===== src/logic/opmc_pkg.sv =====
/*
  opmc_pkg: constants, register map and types for the operating mode controller.
  Assumes a 125 MHz APB clock and 32-bit aligned registers.
*/
// Summary of operation
// - mode pin high at reset release: run mode, fetch vector at 0xfffe:0xffff
// - enter debug on pin low, halt command, halt instruction or either breakpoint
// - in debug the cpu stays suspended awaiting debug commands
// - non-intrusive commands accepted in run and debug modes
// - cpu register access, trace and resume only in debug mode
// - wait stops cpu clock; system clocks and regulation keep running
// - entering wait clears the interrupt mask bit
// - interrupt during wait ends wait and starts interrupt stacking
// - in wait only halt and status memory commands accepted
// - status memory commands in wait or stop report error, no access
// - halt command in wait wakes into debug mode
// - stop instruction with stop permit enters a stop mode, clocks halted
// - stop instruction without stop permit forces illegal opcode reset
// - partial powerdown select 1 picks deep stop, 0 shallow stop
// - deep stop powers off cpu, peripherals, flash, clocks, converter
// - shallow stop keeps circuits in standby, ram and pins retained
// - only deep and shallow stop modes exist
// - oscillator may be kept running in shallow stop by configuration
// - low voltage detect active in stop forces shallow stop
// - debug permit set turns deep stop into shallow, debug stays clocked
// - deep stop wake restarts as power-on, pins latched, flag set
// - latch and flag persist until software writes 1 to acknowledge
package opmc_pkg;
  localparam logic [7:0]  OPMC_CTRL_ADDR   = 8'h00;
  localparam logic [7:0]  OPMC_PMC_ADDR    = 8'h04;
  localparam logic [7:0]  OPMC_STATUS_ADDR = 8'h08;
  localparam logic [15:0] OPMC_RESET_VEC   = 16'hfffe;
  // control register bits
  localparam int OPMC_B_STOP_PERMIT  = 0;
  localparam int OPMC_B_DBGEN  = 1;
  localparam int OPMC_B_LOWVOLT_DETECT_ON   = 2;
  localparam int OPMC_B_LOWVOLT_IN_STOP_ON  = 3;
  localparam int OPMC_B_OSCEN  = 4;
  localparam int OPMC_B_CONVON = 5;
  localparam int OPMC_B_WAKEON = 6;
  // power mode control bits
  localparam int OPMC_B_PARTIAL_POWERDOWN_SELECT   = 0;
  localparam int OPMC_B_PARTIAL_POWERDOWN_FLAG   = 1;
  localparam int OPMC_B_PARTIAL_POWERDOWN_ACK = 2;
  localparam logic [6:0] OPMC_CTRL_RST = 7'h00;

  typedef enum logic [4:0] {
    OPMC_RUN   = 5'b00001,
    OPMC_DEBUG = 5'b00010,
    OPMC_WAIT  = 5'b00100,
    OPMC_STOP3 = 5'b01000,
    OPMC_STOP2 = 5'b10000
  } opmc_mode_t;

  typedef enum logic [2:0] {
    OPMC_CMD_MEM    = 3'h0,
    OPMC_CMD_MEMST  = 3'h1,
    OPMC_CMD_DREG   = 3'h2,
    OPMC_CMD_HALT   = 3'h3,
    OPMC_CMD_CPUREG = 3'h4,
    OPMC_CMD_TRACE  = 3'h5,
    OPMC_CMD_RESUME = 3'h6
  } opmc_cmd_t;
endpackage : opmc_pkg


===== src/logic/opmc_top.sv =====
/*
  opmc_top: operating mode controller with APB register access.
  Assumes cpu events are one-cycle pulses synchronous to pclk and that the
  debug command decoder presents one command per valid pulse.
*/
module opmc_top
  import opmc_pkg::*;
(
  input  wire logic        pclk,
  input  wire logic        presetn,
  input  wire logic        psel,
  input  wire logic        penable,
  input  wire logic        pwrite,
  input  wire logic [7:0]  paddr,
  input  wire logic [31:0] pwdata,
  output logic [31:0]      prdata,
  output logic             pready,
  output logic             pslverr,
  input  wire logic        debug_mode_select_pin,
  input  wire logic        wait_instr,
  input  wire logic        stop_instr,
  input  wire logic        debug_halt_instruction,
  input  wire logic        serial_debug_bkpt,
  input  wire logic        trace_bkpt,
  input  wire logic        irq_req,
  input  wire logic        wake_req,
  input  wire logic        cmd_valid,
  input  wire logic [2:0]  cmd_code,
  output logic             cmd_accept,
  output logic             cmd_reject,
  output logic             cmd_status_err,
  output logic             cpu_clk_en,
  output logic             periph_clk_en,
  output logic             debug_clk_en,
  output logic             regulator_full,
  output logic             core_power_on,
  output logic             osc_run,
  output logic             converter_on,
  output logic             wake_timer_on,
  output logic             pin_latch,
  output logic             clear_int_mask,
  output logic             irq_stack_start,
  output logic             vector_fetch,
  output logic [15:0]      vector_addr,
  output logic             illegal_op_reset,
  output logic             por_restart
);

  ////////////////////////////////////////////////////////////////////////////
  opmc_mode_t  mode;
  opmc_mode_t  next_mode;
  logic [6:0]  ctrl;
  logic        ppd_select;
  logic        ppd_flag;
  logic        latch;
  logic        boot;
  logic        boot_pending;

  wire stop_permit      = ctrl[OPMC_B_STOP_PERMIT];
  wire debug_mode_permit = ctrl[OPMC_B_DBGEN];
  wire lowvolt_stop     = ctrl[OPMC_B_LOWVOLT_DETECT_ON] & ctrl[OPMC_B_LOWVOLT_IN_STOP_ON];

  wire cmd_halt   = cmd_valid && cmd_code == OPMC_CMD_HALT;
  wire cmd_memst  = cmd_code == OPMC_CMD_MEMST;
  wire cmd_nonint = cmd_code == OPMC_CMD_MEM || cmd_memst ||
                    cmd_code == OPMC_CMD_DREG || cmd_code == OPMC_CMD_HALT;
  wire cmd_active = cmd_code == OPMC_CMD_CPUREG || cmd_code == OPMC_CMD_TRACE ||
                    cmd_code == OPMC_CMD_RESUME;
  wire in_low     = mode == OPMC_WAIT || mode == OPMC_STOP3 || mode == OPMC_STOP2;

  // deep stop only when neither lvd nor debug needs the regulator
  wire want_deep  = ppd_select && !lowvolt_stop && !debug_mode_permit;

  ////////////////////////////////////////////////////////////////////////////
  // mode selection
  always_comb begin
    next_mode = mode;
    unique case (mode)
      OPMC_RUN: begin
        if (debug_halt_instruction || serial_debug_bkpt || trace_bkpt || cmd_halt)
          next_mode = OPMC_DEBUG;
        else if (wait_instr)
          next_mode = OPMC_WAIT;
        else if (stop_instr && stop_permit)
          next_mode = want_deep ? OPMC_STOP2 : OPMC_STOP3;
      end
      OPMC_DEBUG: begin
        if (cmd_valid && cmd_code == OPMC_CMD_RESUME)
          next_mode = OPMC_RUN;
      end
      OPMC_WAIT: begin
        if (cmd_halt)
          next_mode = OPMC_DEBUG;
        else if (irq_req)
          next_mode = OPMC_RUN;
      end
      OPMC_STOP3: begin
        if (cmd_halt && debug_mode_permit)
          next_mode = OPMC_DEBUG;
        else if (irq_req || wake_req)
          next_mode = OPMC_RUN;
      end
      OPMC_STOP2: begin
        if (irq_req || wake_req)
          next_mode = OPMC_RUN;
      end
    endcase
  end

  // boot: first cycle after reset decides run or debug from the mode pin
  always_ff @(posedge pclk or negedge presetn) begin
    if (!presetn) begin
      mode         <= OPMC_RUN;
      boot_pending <= 1'b1;
    end else begin
      boot_pending <= 1'b0;
      if (boot_pending)
        mode <= debug_mode_select_pin ? OPMC_RUN : OPMC_DEBUG;
      else
        mode <= next_mode;
    end
  end
  assign boot = boot_pending && debug_mode_select_pin;

  ////////////////////////////////////////////////////////////////////////////
  // registered event outputs
  wire stop2_wake = mode == OPMC_STOP2 && next_mode == OPMC_RUN;
  wire apb_wr     = psel && penable && pwrite;
  wire ppd_ack    = apb_wr && paddr == OPMC_PMC_ADDR && pwdata[OPMC_B_PARTIAL_POWERDOWN_ACK];

  always_ff @(posedge pclk or negedge presetn) begin
    if (!presetn) begin
      clear_int_mask   <= 1'b0;
      irq_stack_start  <= 1'b0;
      vector_fetch     <= 1'b0;
      vector_addr      <= 16'h0000;
      illegal_op_reset <= 1'b0;
      por_restart      <= 1'b0;
      cmd_accept       <= 1'b0;
      cmd_reject       <= 1'b0;
      cmd_status_err   <= 1'b0;
    end else begin
      clear_int_mask   <= mode == OPMC_RUN && next_mode == OPMC_WAIT && !boot_pending;
      irq_stack_start  <= mode == OPMC_WAIT && next_mode == OPMC_RUN;
      vector_fetch     <= boot || stop2_wake;
      vector_addr      <= OPMC_RESET_VEC;
      illegal_op_reset <= mode == OPMC_RUN && stop_instr && !stop_permit
                          && next_mode == OPMC_RUN;
      por_restart      <= stop2_wake;
      // command gating per mode
      cmd_accept       <= cmd_valid && ((mode == OPMC_RUN && cmd_nonint) ||
                          (mode == OPMC_DEBUG && (cmd_nonint || cmd_active)) ||
                          (in_low && cmd_code == OPMC_CMD_HALT) ||
                          (in_low && cmd_memst));
      cmd_reject       <= cmd_valid && ((mode == OPMC_RUN && cmd_active) ||
                          (in_low && !cmd_memst && cmd_code != OPMC_CMD_HALT));
      cmd_status_err   <= cmd_valid && in_low && cmd_memst;
    end
  end

  ////////////////////////////////////////////////////////////////////////////
  // power mode control: flag and pin latch persist until acknowledged
  always_ff @(posedge pclk or negedge presetn) begin
    if (!presetn) begin
      ctrl       <= OPMC_CTRL_RST;
      ppd_select <= 1'b0;
      ppd_flag   <= 1'b0;
      latch      <= 1'b0;
    end else begin
      if (apb_wr && paddr == OPMC_CTRL_ADDR)
        ctrl <= pwdata[6:0];
      if (apb_wr && paddr == OPMC_PMC_ADDR)
        ppd_select <= pwdata[OPMC_B_PARTIAL_POWERDOWN_SELECT];
      if (next_mode == OPMC_STOP2 && mode != OPMC_STOP2)
        latch <= 1'b1;
      else if (ppd_ack)
        latch <= 1'b0;
      // set wins over a simultaneous acknowledge
      if (stop2_wake)
        ppd_flag <= 1'b1;
      else if (ppd_ack)
        ppd_flag <= 1'b0;
    end
  end

  ////////////////////////////////////////////////////////////////////////////
  // clock and power gating from the mode state and control bits
  assign cpu_clk_en     = mode == OPMC_RUN;
  assign periph_clk_en  = mode == OPMC_RUN || mode == OPMC_DEBUG || mode == OPMC_WAIT;
  assign debug_clk_en   = !(mode == OPMC_STOP2) &&
                          !(mode == OPMC_STOP3 && !debug_mode_permit);
  assign regulator_full = periph_clk_en || (mode == OPMC_STOP3 &&
                          (debug_mode_permit || lowvolt_stop));
  assign core_power_on  = mode != OPMC_STOP2;
  assign osc_run        = periph_clk_en || (mode == OPMC_STOP3 &&
                          (ctrl[OPMC_B_OSCEN] || debug_mode_permit));
  assign converter_on   = periph_clk_en || (mode == OPMC_STOP3 && ctrl[OPMC_B_CONVON]);
  assign wake_timer_on  = ctrl[OPMC_B_WAKEON];
  assign pin_latch      = latch;

  ////////////////////////////////////////////////////////////////////////////
  // apb slave: zero wait states, unmapped reads zero with error
  wire hit_ctrl   = paddr == OPMC_CTRL_ADDR;
  wire hit_pmc    = paddr == OPMC_PMC_ADDR;
  wire hit_status = paddr == OPMC_STATUS_ADDR;
  wire [31:0] rd_mux = hit_ctrl   ? {25'h0, ctrl} :
                       hit_pmc    ? {29'h0, 1'b0, ppd_flag, ppd_select} :
                       hit_status ? {26'h0, latch, mode} : 32'h0;

  assign pready  = 1'b1;
  assign pslverr = psel && penable && !(hit_ctrl || hit_pmc || hit_status);

  always_ff @(posedge pclk or negedge presetn) begin
    if (!presetn)
      prdata <= 32'h0;
    else if (psel && !penable && !pwrite)
      prdata <= rd_mux;
  end

endmodule : opmc_top


===== config.mk =====
export PLATFORM = sky130hd
export DESIGN_NAME = opmc_top
export DESIGN_NICKNAME = d
export VERILOG_FILES = /design/src/logic/opmc_pkg.sv /design/src/logic/opmc_top.sv
export SDC_FILE = /design/constraint.sdc
export NUM_CORES = 1
export LEC_CHECK = 0
export BUFFER_PORTS_ARGS = -buffer_cell sky130_fd_sc_hd__buf_2
export CAP_MARGIN = 0
export CORE_ASPECT_RATIO = 1.75
export CORE_MARGIN = 8
export CORE_UTILIZATION = 39
export DETAILED_ROUTE_END_ITERATION = 10
export PLACE_DENSITY = 0.76
export SLEW_MARGIN = 10
export SYNTH_ARGS = -nofsm -noshare
export SYNTH_HDL_FRONTEND = slang
export SYNTH_SLANG_ARGS = --single-unit

===== constraint.sdc =====
create_clock -name pclk -period 1.65 [get_ports pclk]
set_input_delay 0.33 -clock pclk [delete_from_list [all_inputs] [get_ports pclk]]
set_output_delay 0.33 -clock pclk [all_outputs]
set_load 0.01 [all_outputs]

* Word level (Yosys, flattened, before mapping)
Index checks and enable logic that the tools add are counted.
** Storage, ports and cells
- Flip-flop bits (word level) :: 57
- Output and inout bits :: 67
** Operators by class
- Bitwise logic cells :: 1
- Reduce and logical (&&, ||, !) cells :: 79
- Muxes and demuxes :: 18
- Eq/ne operators :: 18
** Operators with widths (count)
- $mux W5 :: 10
- $logic_and A1 B1 Y1 :: 39
- $logic_or A1 B1 Y1 :: 26
- $pmux W5 S5 :: 1
- $mux W6 :: 2
- $eq A5 B1 Y1 const B :: 2
- $eq A5 B3 Y1 const B :: 2
- $eq A5 B5 Y1 const B :: 2
- $logic_not A1 Y1 :: 10
- $eq A3 B3 Y1 const B :: 3
- $eq A8 B3 Y1 const B :: 1
- $eq A8 B4 Y1 const B :: 1
- $logic_not A8 Y1 :: 1
- $mux W7 :: 1
- $eq A3 B2 Y1 const B :: 2
- $eq A5 B2 Y1 const B :: 1
- $eq A5 B4 Y1 const B :: 1
- $ne A5 B5 Y1 const B :: 1
- $reduce_bool A2 Y1 :: 2
- $eq A3 B1 Y1 const B :: 1
- $logic_not A3 Y1 :: 1
- $mux W1 :: 3
- $ne A3 B2 Y1 const B :: 1
- $mux W2 :: 1
- $and A1 B1 Y1 :: 1

* Longest topological paths before layout
- Depth in word-level cells :: 12
- Mapped depth :: 6
- Gate-level depth less buffers :: 5

* Least setup slack after synthesis
OpenSTA, ideal clock, no wires.
- Path kind :: input to register
- From :: input port paddr[7]
- To :: register ctrl[0]
- Stages on the path :: 5
- Path slack :: -269 ps
- Arrival :: 1794 ps
- Path through :: or4_1 > nor3_2 > nand2_1 > nor2_2 > mux2_2
** On the way
- Cells in the longest elaborated chain, start to end :: 2
** RTL lines
- start, declared :: RTL line opmc_top.sv:14 : input wire logic [7:0] paddr,
- $logic_not A8 Y1 :: RTL line opmc_top.sv:170 : if (apb_wr && paddr == OPMC_CTRL_ADDR)
- $logic_and A1 B1 Y1 :: RTL line opmc_top.sv:170
- end signal, assigned :: RTL line opmc_top.sv:171 : ctrl <= pwdata[6:0];
- end, declared :: RTL line opmc_top.sv:52 : logic [6:0] ctrl;
No other way between the ends.
A chain may end at the register's enable or synchronous reset.

* Worst setup path in the final report
- From :: register mode[2]
- To :: output port debug_clk_en
** On the way
- Cells in the longest elaborated chain, start to end :: 4
** RTL lines
- start, declared :: RTL line opmc_top.sv:50 : opmc_mode_t mode;
- start signal, assigned :: RTL line opmc_top.sv:118 : mode <= debug_mode_select_pin ? OPMC_RUN : OPMC_DEBUG;
- start signal, assigned :: RTL line opmc_top.sv:120 : mode <= next_mode;
- $eq A5 B4 Y1 :: RTL line opmc_top.sv:191 : !(mode == OPMC_STOP3 && !debug_mode_permit);
- $logic_and A1 B1 Y1 :: RTL line opmc_top.sv:191
- $logic_not A1 Y1 :: RTL line opmc_top.sv:191
- $logic_and A1 B1 Y1 (*) :: RTL line opmc_top.sv:190 : assign debug_clk_en = !(mode == OPMC_STOP2) &&
- end, declared :: RTL line opmc_top.sv:34 : output logic debug_clk_en,
Mark *: on every way between the ends. The rest lies on a longest branch, timed or not.

==> key figures <==
Power
  – Leakage: 1.493 nW
  – Switch Pwr: 542.6 uW
  – Switch share: 28.18%
  – Clock Power Share: 34.8%
  – Comb power frac: 22.6%
  – Flop pwr share: 42.6%
  – Cell Int Power: 1.383 mW
  – Pwr dens: 667.6 nW/um2
  – Worst VDD drop: 0.3239 mV

Timing
  – Final worst-path cycle share: 119.0%
  – RSZ-0062 raised after global routing: true
  – Fmax: 509.5 MHz
  – Pins over their slew limit: 0
  – Final Critical Period: 1963 ps
  – WHS: 95.37 ps
  – Final setup fails: 22
  – TNS Setup: -3486 ps
  – Clock skew: 8.914 ps
  – Rel. slew slack: 52.26%
  – Worst slew pin tran: 716.1 ps
  – Final setup margin: -312.7 ps
  – Hold Fails Final Rpt: 0

Setup path
  – CP startpoint kind: flip-flop
  – Crit end category: output port
  – Critical path class: reg2out
  – Crit Path Max Fanout: 3
  – Worst-path cell chain: or3b_4 > nor3_4 > buf_4 > nor2_2 > buf_2
  – Worst Path Required: 1320 ps
  – CP max stage delay: 430 ps
  – Worst EP arrival: 1630 ps
  – Crit path max-delay cell type: or3b_4

Floorplan
  – Initial Utilization: 39.88%
  – Height of the chip: 112.6 um
  – Die width: 71.18 um
  – Total core area: 5211 um2
  – Row cnt: 35
  – IO Pins: 124
  – Die area: 8012 um2

Detailed routing
  – DRC errors left: 0
  – Vias per cell: 5.086
  – Initial drt markers: 59
  – DR pass1 iterations: 4
  – Post-DRT Antenna Nets: 0
  – DRT Wirelength: 6194 um
  – WL/cell: 16.09 um
  – Via count: 1958

Layout
  – Commonest non-fill, non-tap cell in the layout: buf_2
  – Fin util: 55.34%
  – Largest regs: ctrl: 7 flops, prdata: 7 flops, mode: 5 flops
  – Area Overhead vs Synth: 38.77%
  – Final #Nets: 386
  – Highest-count cells in the layout ignoring fill and taps: buf_2, buf_4, conb_1, dfrtp_1, nand2_1
  – Antenna Cells: 0
  – Layout cells sized above 1: 48.79%

CTS
  – Root buffer cell: clkbuf_8
  – CTS max path bufs: 2
  – Worst-path clk slew: 70 ps
  – CTS buffer count: 5
  – H-tree levels: 2
  – CTS tree: done
  – Worst-Skew Late Latency: 290 ps
  – # clock sinks: 32

Placed design
  – I/O Buffers: 71
  – RD Place Congestion: 0.8798
  – Final HPWL DP: 4668 um
  – Post-place setup slack: -317.6 ps

Outcome
  – Outcome: finished, violations left
  – Failing checks: setup timing

Global routing
  – First-pass GRT wire length: 9480 um
  – Vias in the first global route: 2040
  – GRT Total Usage: 14.87%
  – Total gr overflow: 0
  – Largest net degree at the start of global routing: 33
  – Initial antenna violation count: 0

Synth
  – Number of distinct library cells after synthesis: 47
  – Synthesized flop and latch total: 32
  – Mean cell area of the mapped netlist: 8.958 um2
  – Synthesized cell area: 2078 um2
  – Post-synthesis sequential area ratio: 38.65%
  – Ys Warns: 0
  – Syn Inst Count: 232

Min path
  – Hold Crit Class: in2async

Flow run
  – Max cap viols: 0
## repair_timing
item                                    CTS  global route
hold buffers                              0             0
pin swaps                                 5             9
setup buffers                             3             5
gates resized for setup                  24            20
cloned                                    0             1
endpoints found under the setup margin   18            24
endpoints found under the hold margin     0             0
## cell usage after synthesis (all sizes together)
| master | n | share of area [%] |
|---|---|---|
| or2 | 1 | 0.42 |
| conb | 2 | 0.36 |
| o21ba | 1 | 0.48 |
| o21ai | 15 | 3.6 |
| nor2b | 4 | 1.2 |
| o221a | 1 | 0.96 |
| a211oi | 1 | 0.36 |
| nand2 | 23 | 4.2 |
| or4 | 2 | 0.90 |
| a221oi | 1 | 0.42 |
| nor4 | 2 | 0.60 |
| nor2 | 18 | 3.4 |
| mux2i | 8 | 3.9 |
| and4b | 1 | 0.66 |
| o22ai | 1 | 0.30 |
| inv | 6 | 1.1 |
| a21oi | 11 | 2.6 |
| xnor2 | 1 | 0.42 |
| nor3b | 3 | 1.1 |
| buf | 42 | 15 |
| nor3 | 8 | 2.2 |
| or3b | 2 | 0.84 |
| mux2 | 8 | 4.3 |
| xor2 | 2 | 0.84 |
| nand4 | 2 | 0.60 |
| a22oi | 2 | 0.72 |
| nand2b | 2 | 0.60 |
| and2 | 2 | 0.60 |
| nor4b | 2 | 1.1 |
| and3 | 2 | 0.60 |
| clkbuf | 8 | 1.4 |
| a311oi | 1 | 0.42 |
| dfrtp | 30 | 36 |
| a32o | 1 | 0.48 |
| a21o | 3 | 1.1 |
| dfstp | 2 | 2.5 |
| nand3 | 4 | 0.96 |
| nand3b | 1 | 0.36 |
| a31oi | 2 | 0.60 |
| and4bb | 1 | 0.60 |
| o211ai | 2 | 0.72 |
| or3 | 1 | 0.30 |
## area by class of cell
type	instances	area, um2
multi-input cells	171	1165
inverters	6	25.02
clock buffers	8	100.1
repair buffers	113	720.7
well taps	55	68.82
flip-flops and latches	32	804.5
fillers	472	2327
## cells by family after synthesis
group                     Yosys count  synth area share [%]
and+or+nand+nor                    81                 21.19
buffers and inverters              56                 17.52
AOI/OAI and AO/OA                  42                 12.82
DFF                                32                 38.65
muxes                              16                 8.188
xor gates and xnor gates            3                 1.265
other                               2                0.3614
## per-stage QoR
step | area, um2 | power (mW) | std cells
floorplan | 2206 | 1.079 | 259
global placement | 2535 | 1.190 | 368
detailed placement | 2535 | 1.197 | 368
CTS | 2738 | 1.893 | 379
global route | 2884 | 2.008 | 385
finish | 2884 | 1.925 | 385
## per-layer routing
metal	routed length, um	track usage (%)	up-vias
li1	-	-	924
met1	2023	12.55	926
met2	3377	27.56	84
met3	468	4.643	24
met4	325	11.19	0
met5	0	0	-
## power groups by stage
stage,clock network [mW],logic [mW],registers [mW]
6_report,0.670,0.436,0.820
5_1_grt,0.711,0.474,0.823
4_1_cts,0.679,0.395,0.819
3_5_place_dp,0,0.365,0.832
3_3_place_gp,0,0.358,0.832
2_1_floorplan,0,0.245,0.833
## path summary, 6_finish.rpt
kind                       startpoint                to  slack (ps)  depth (start not counted)
min reg2reg                 prdata[0]         prdata[0]         470                          2
min in group pclk           pwdata[4]           ctrl[4]         270                          2
max reg2reg                   mode[1]  illegal_op_reset        -310                          7
max                           mode[2]      debug_clk_en        -310                          5
min                           presetn   irq_stack_start         100                          1
max in group asynchronous     presetn           mode[3]        1060                          1
## critical path: cells and delay by family (launching register included)
| kind | cells | cell delay, ps |
|---|---|---|
| buf+inv | 2 | 270 |
| flops | 1 | 410 |
| simple gates | 3 | 670 |
No activity file was read; power rests on OpenSTA's default activity.
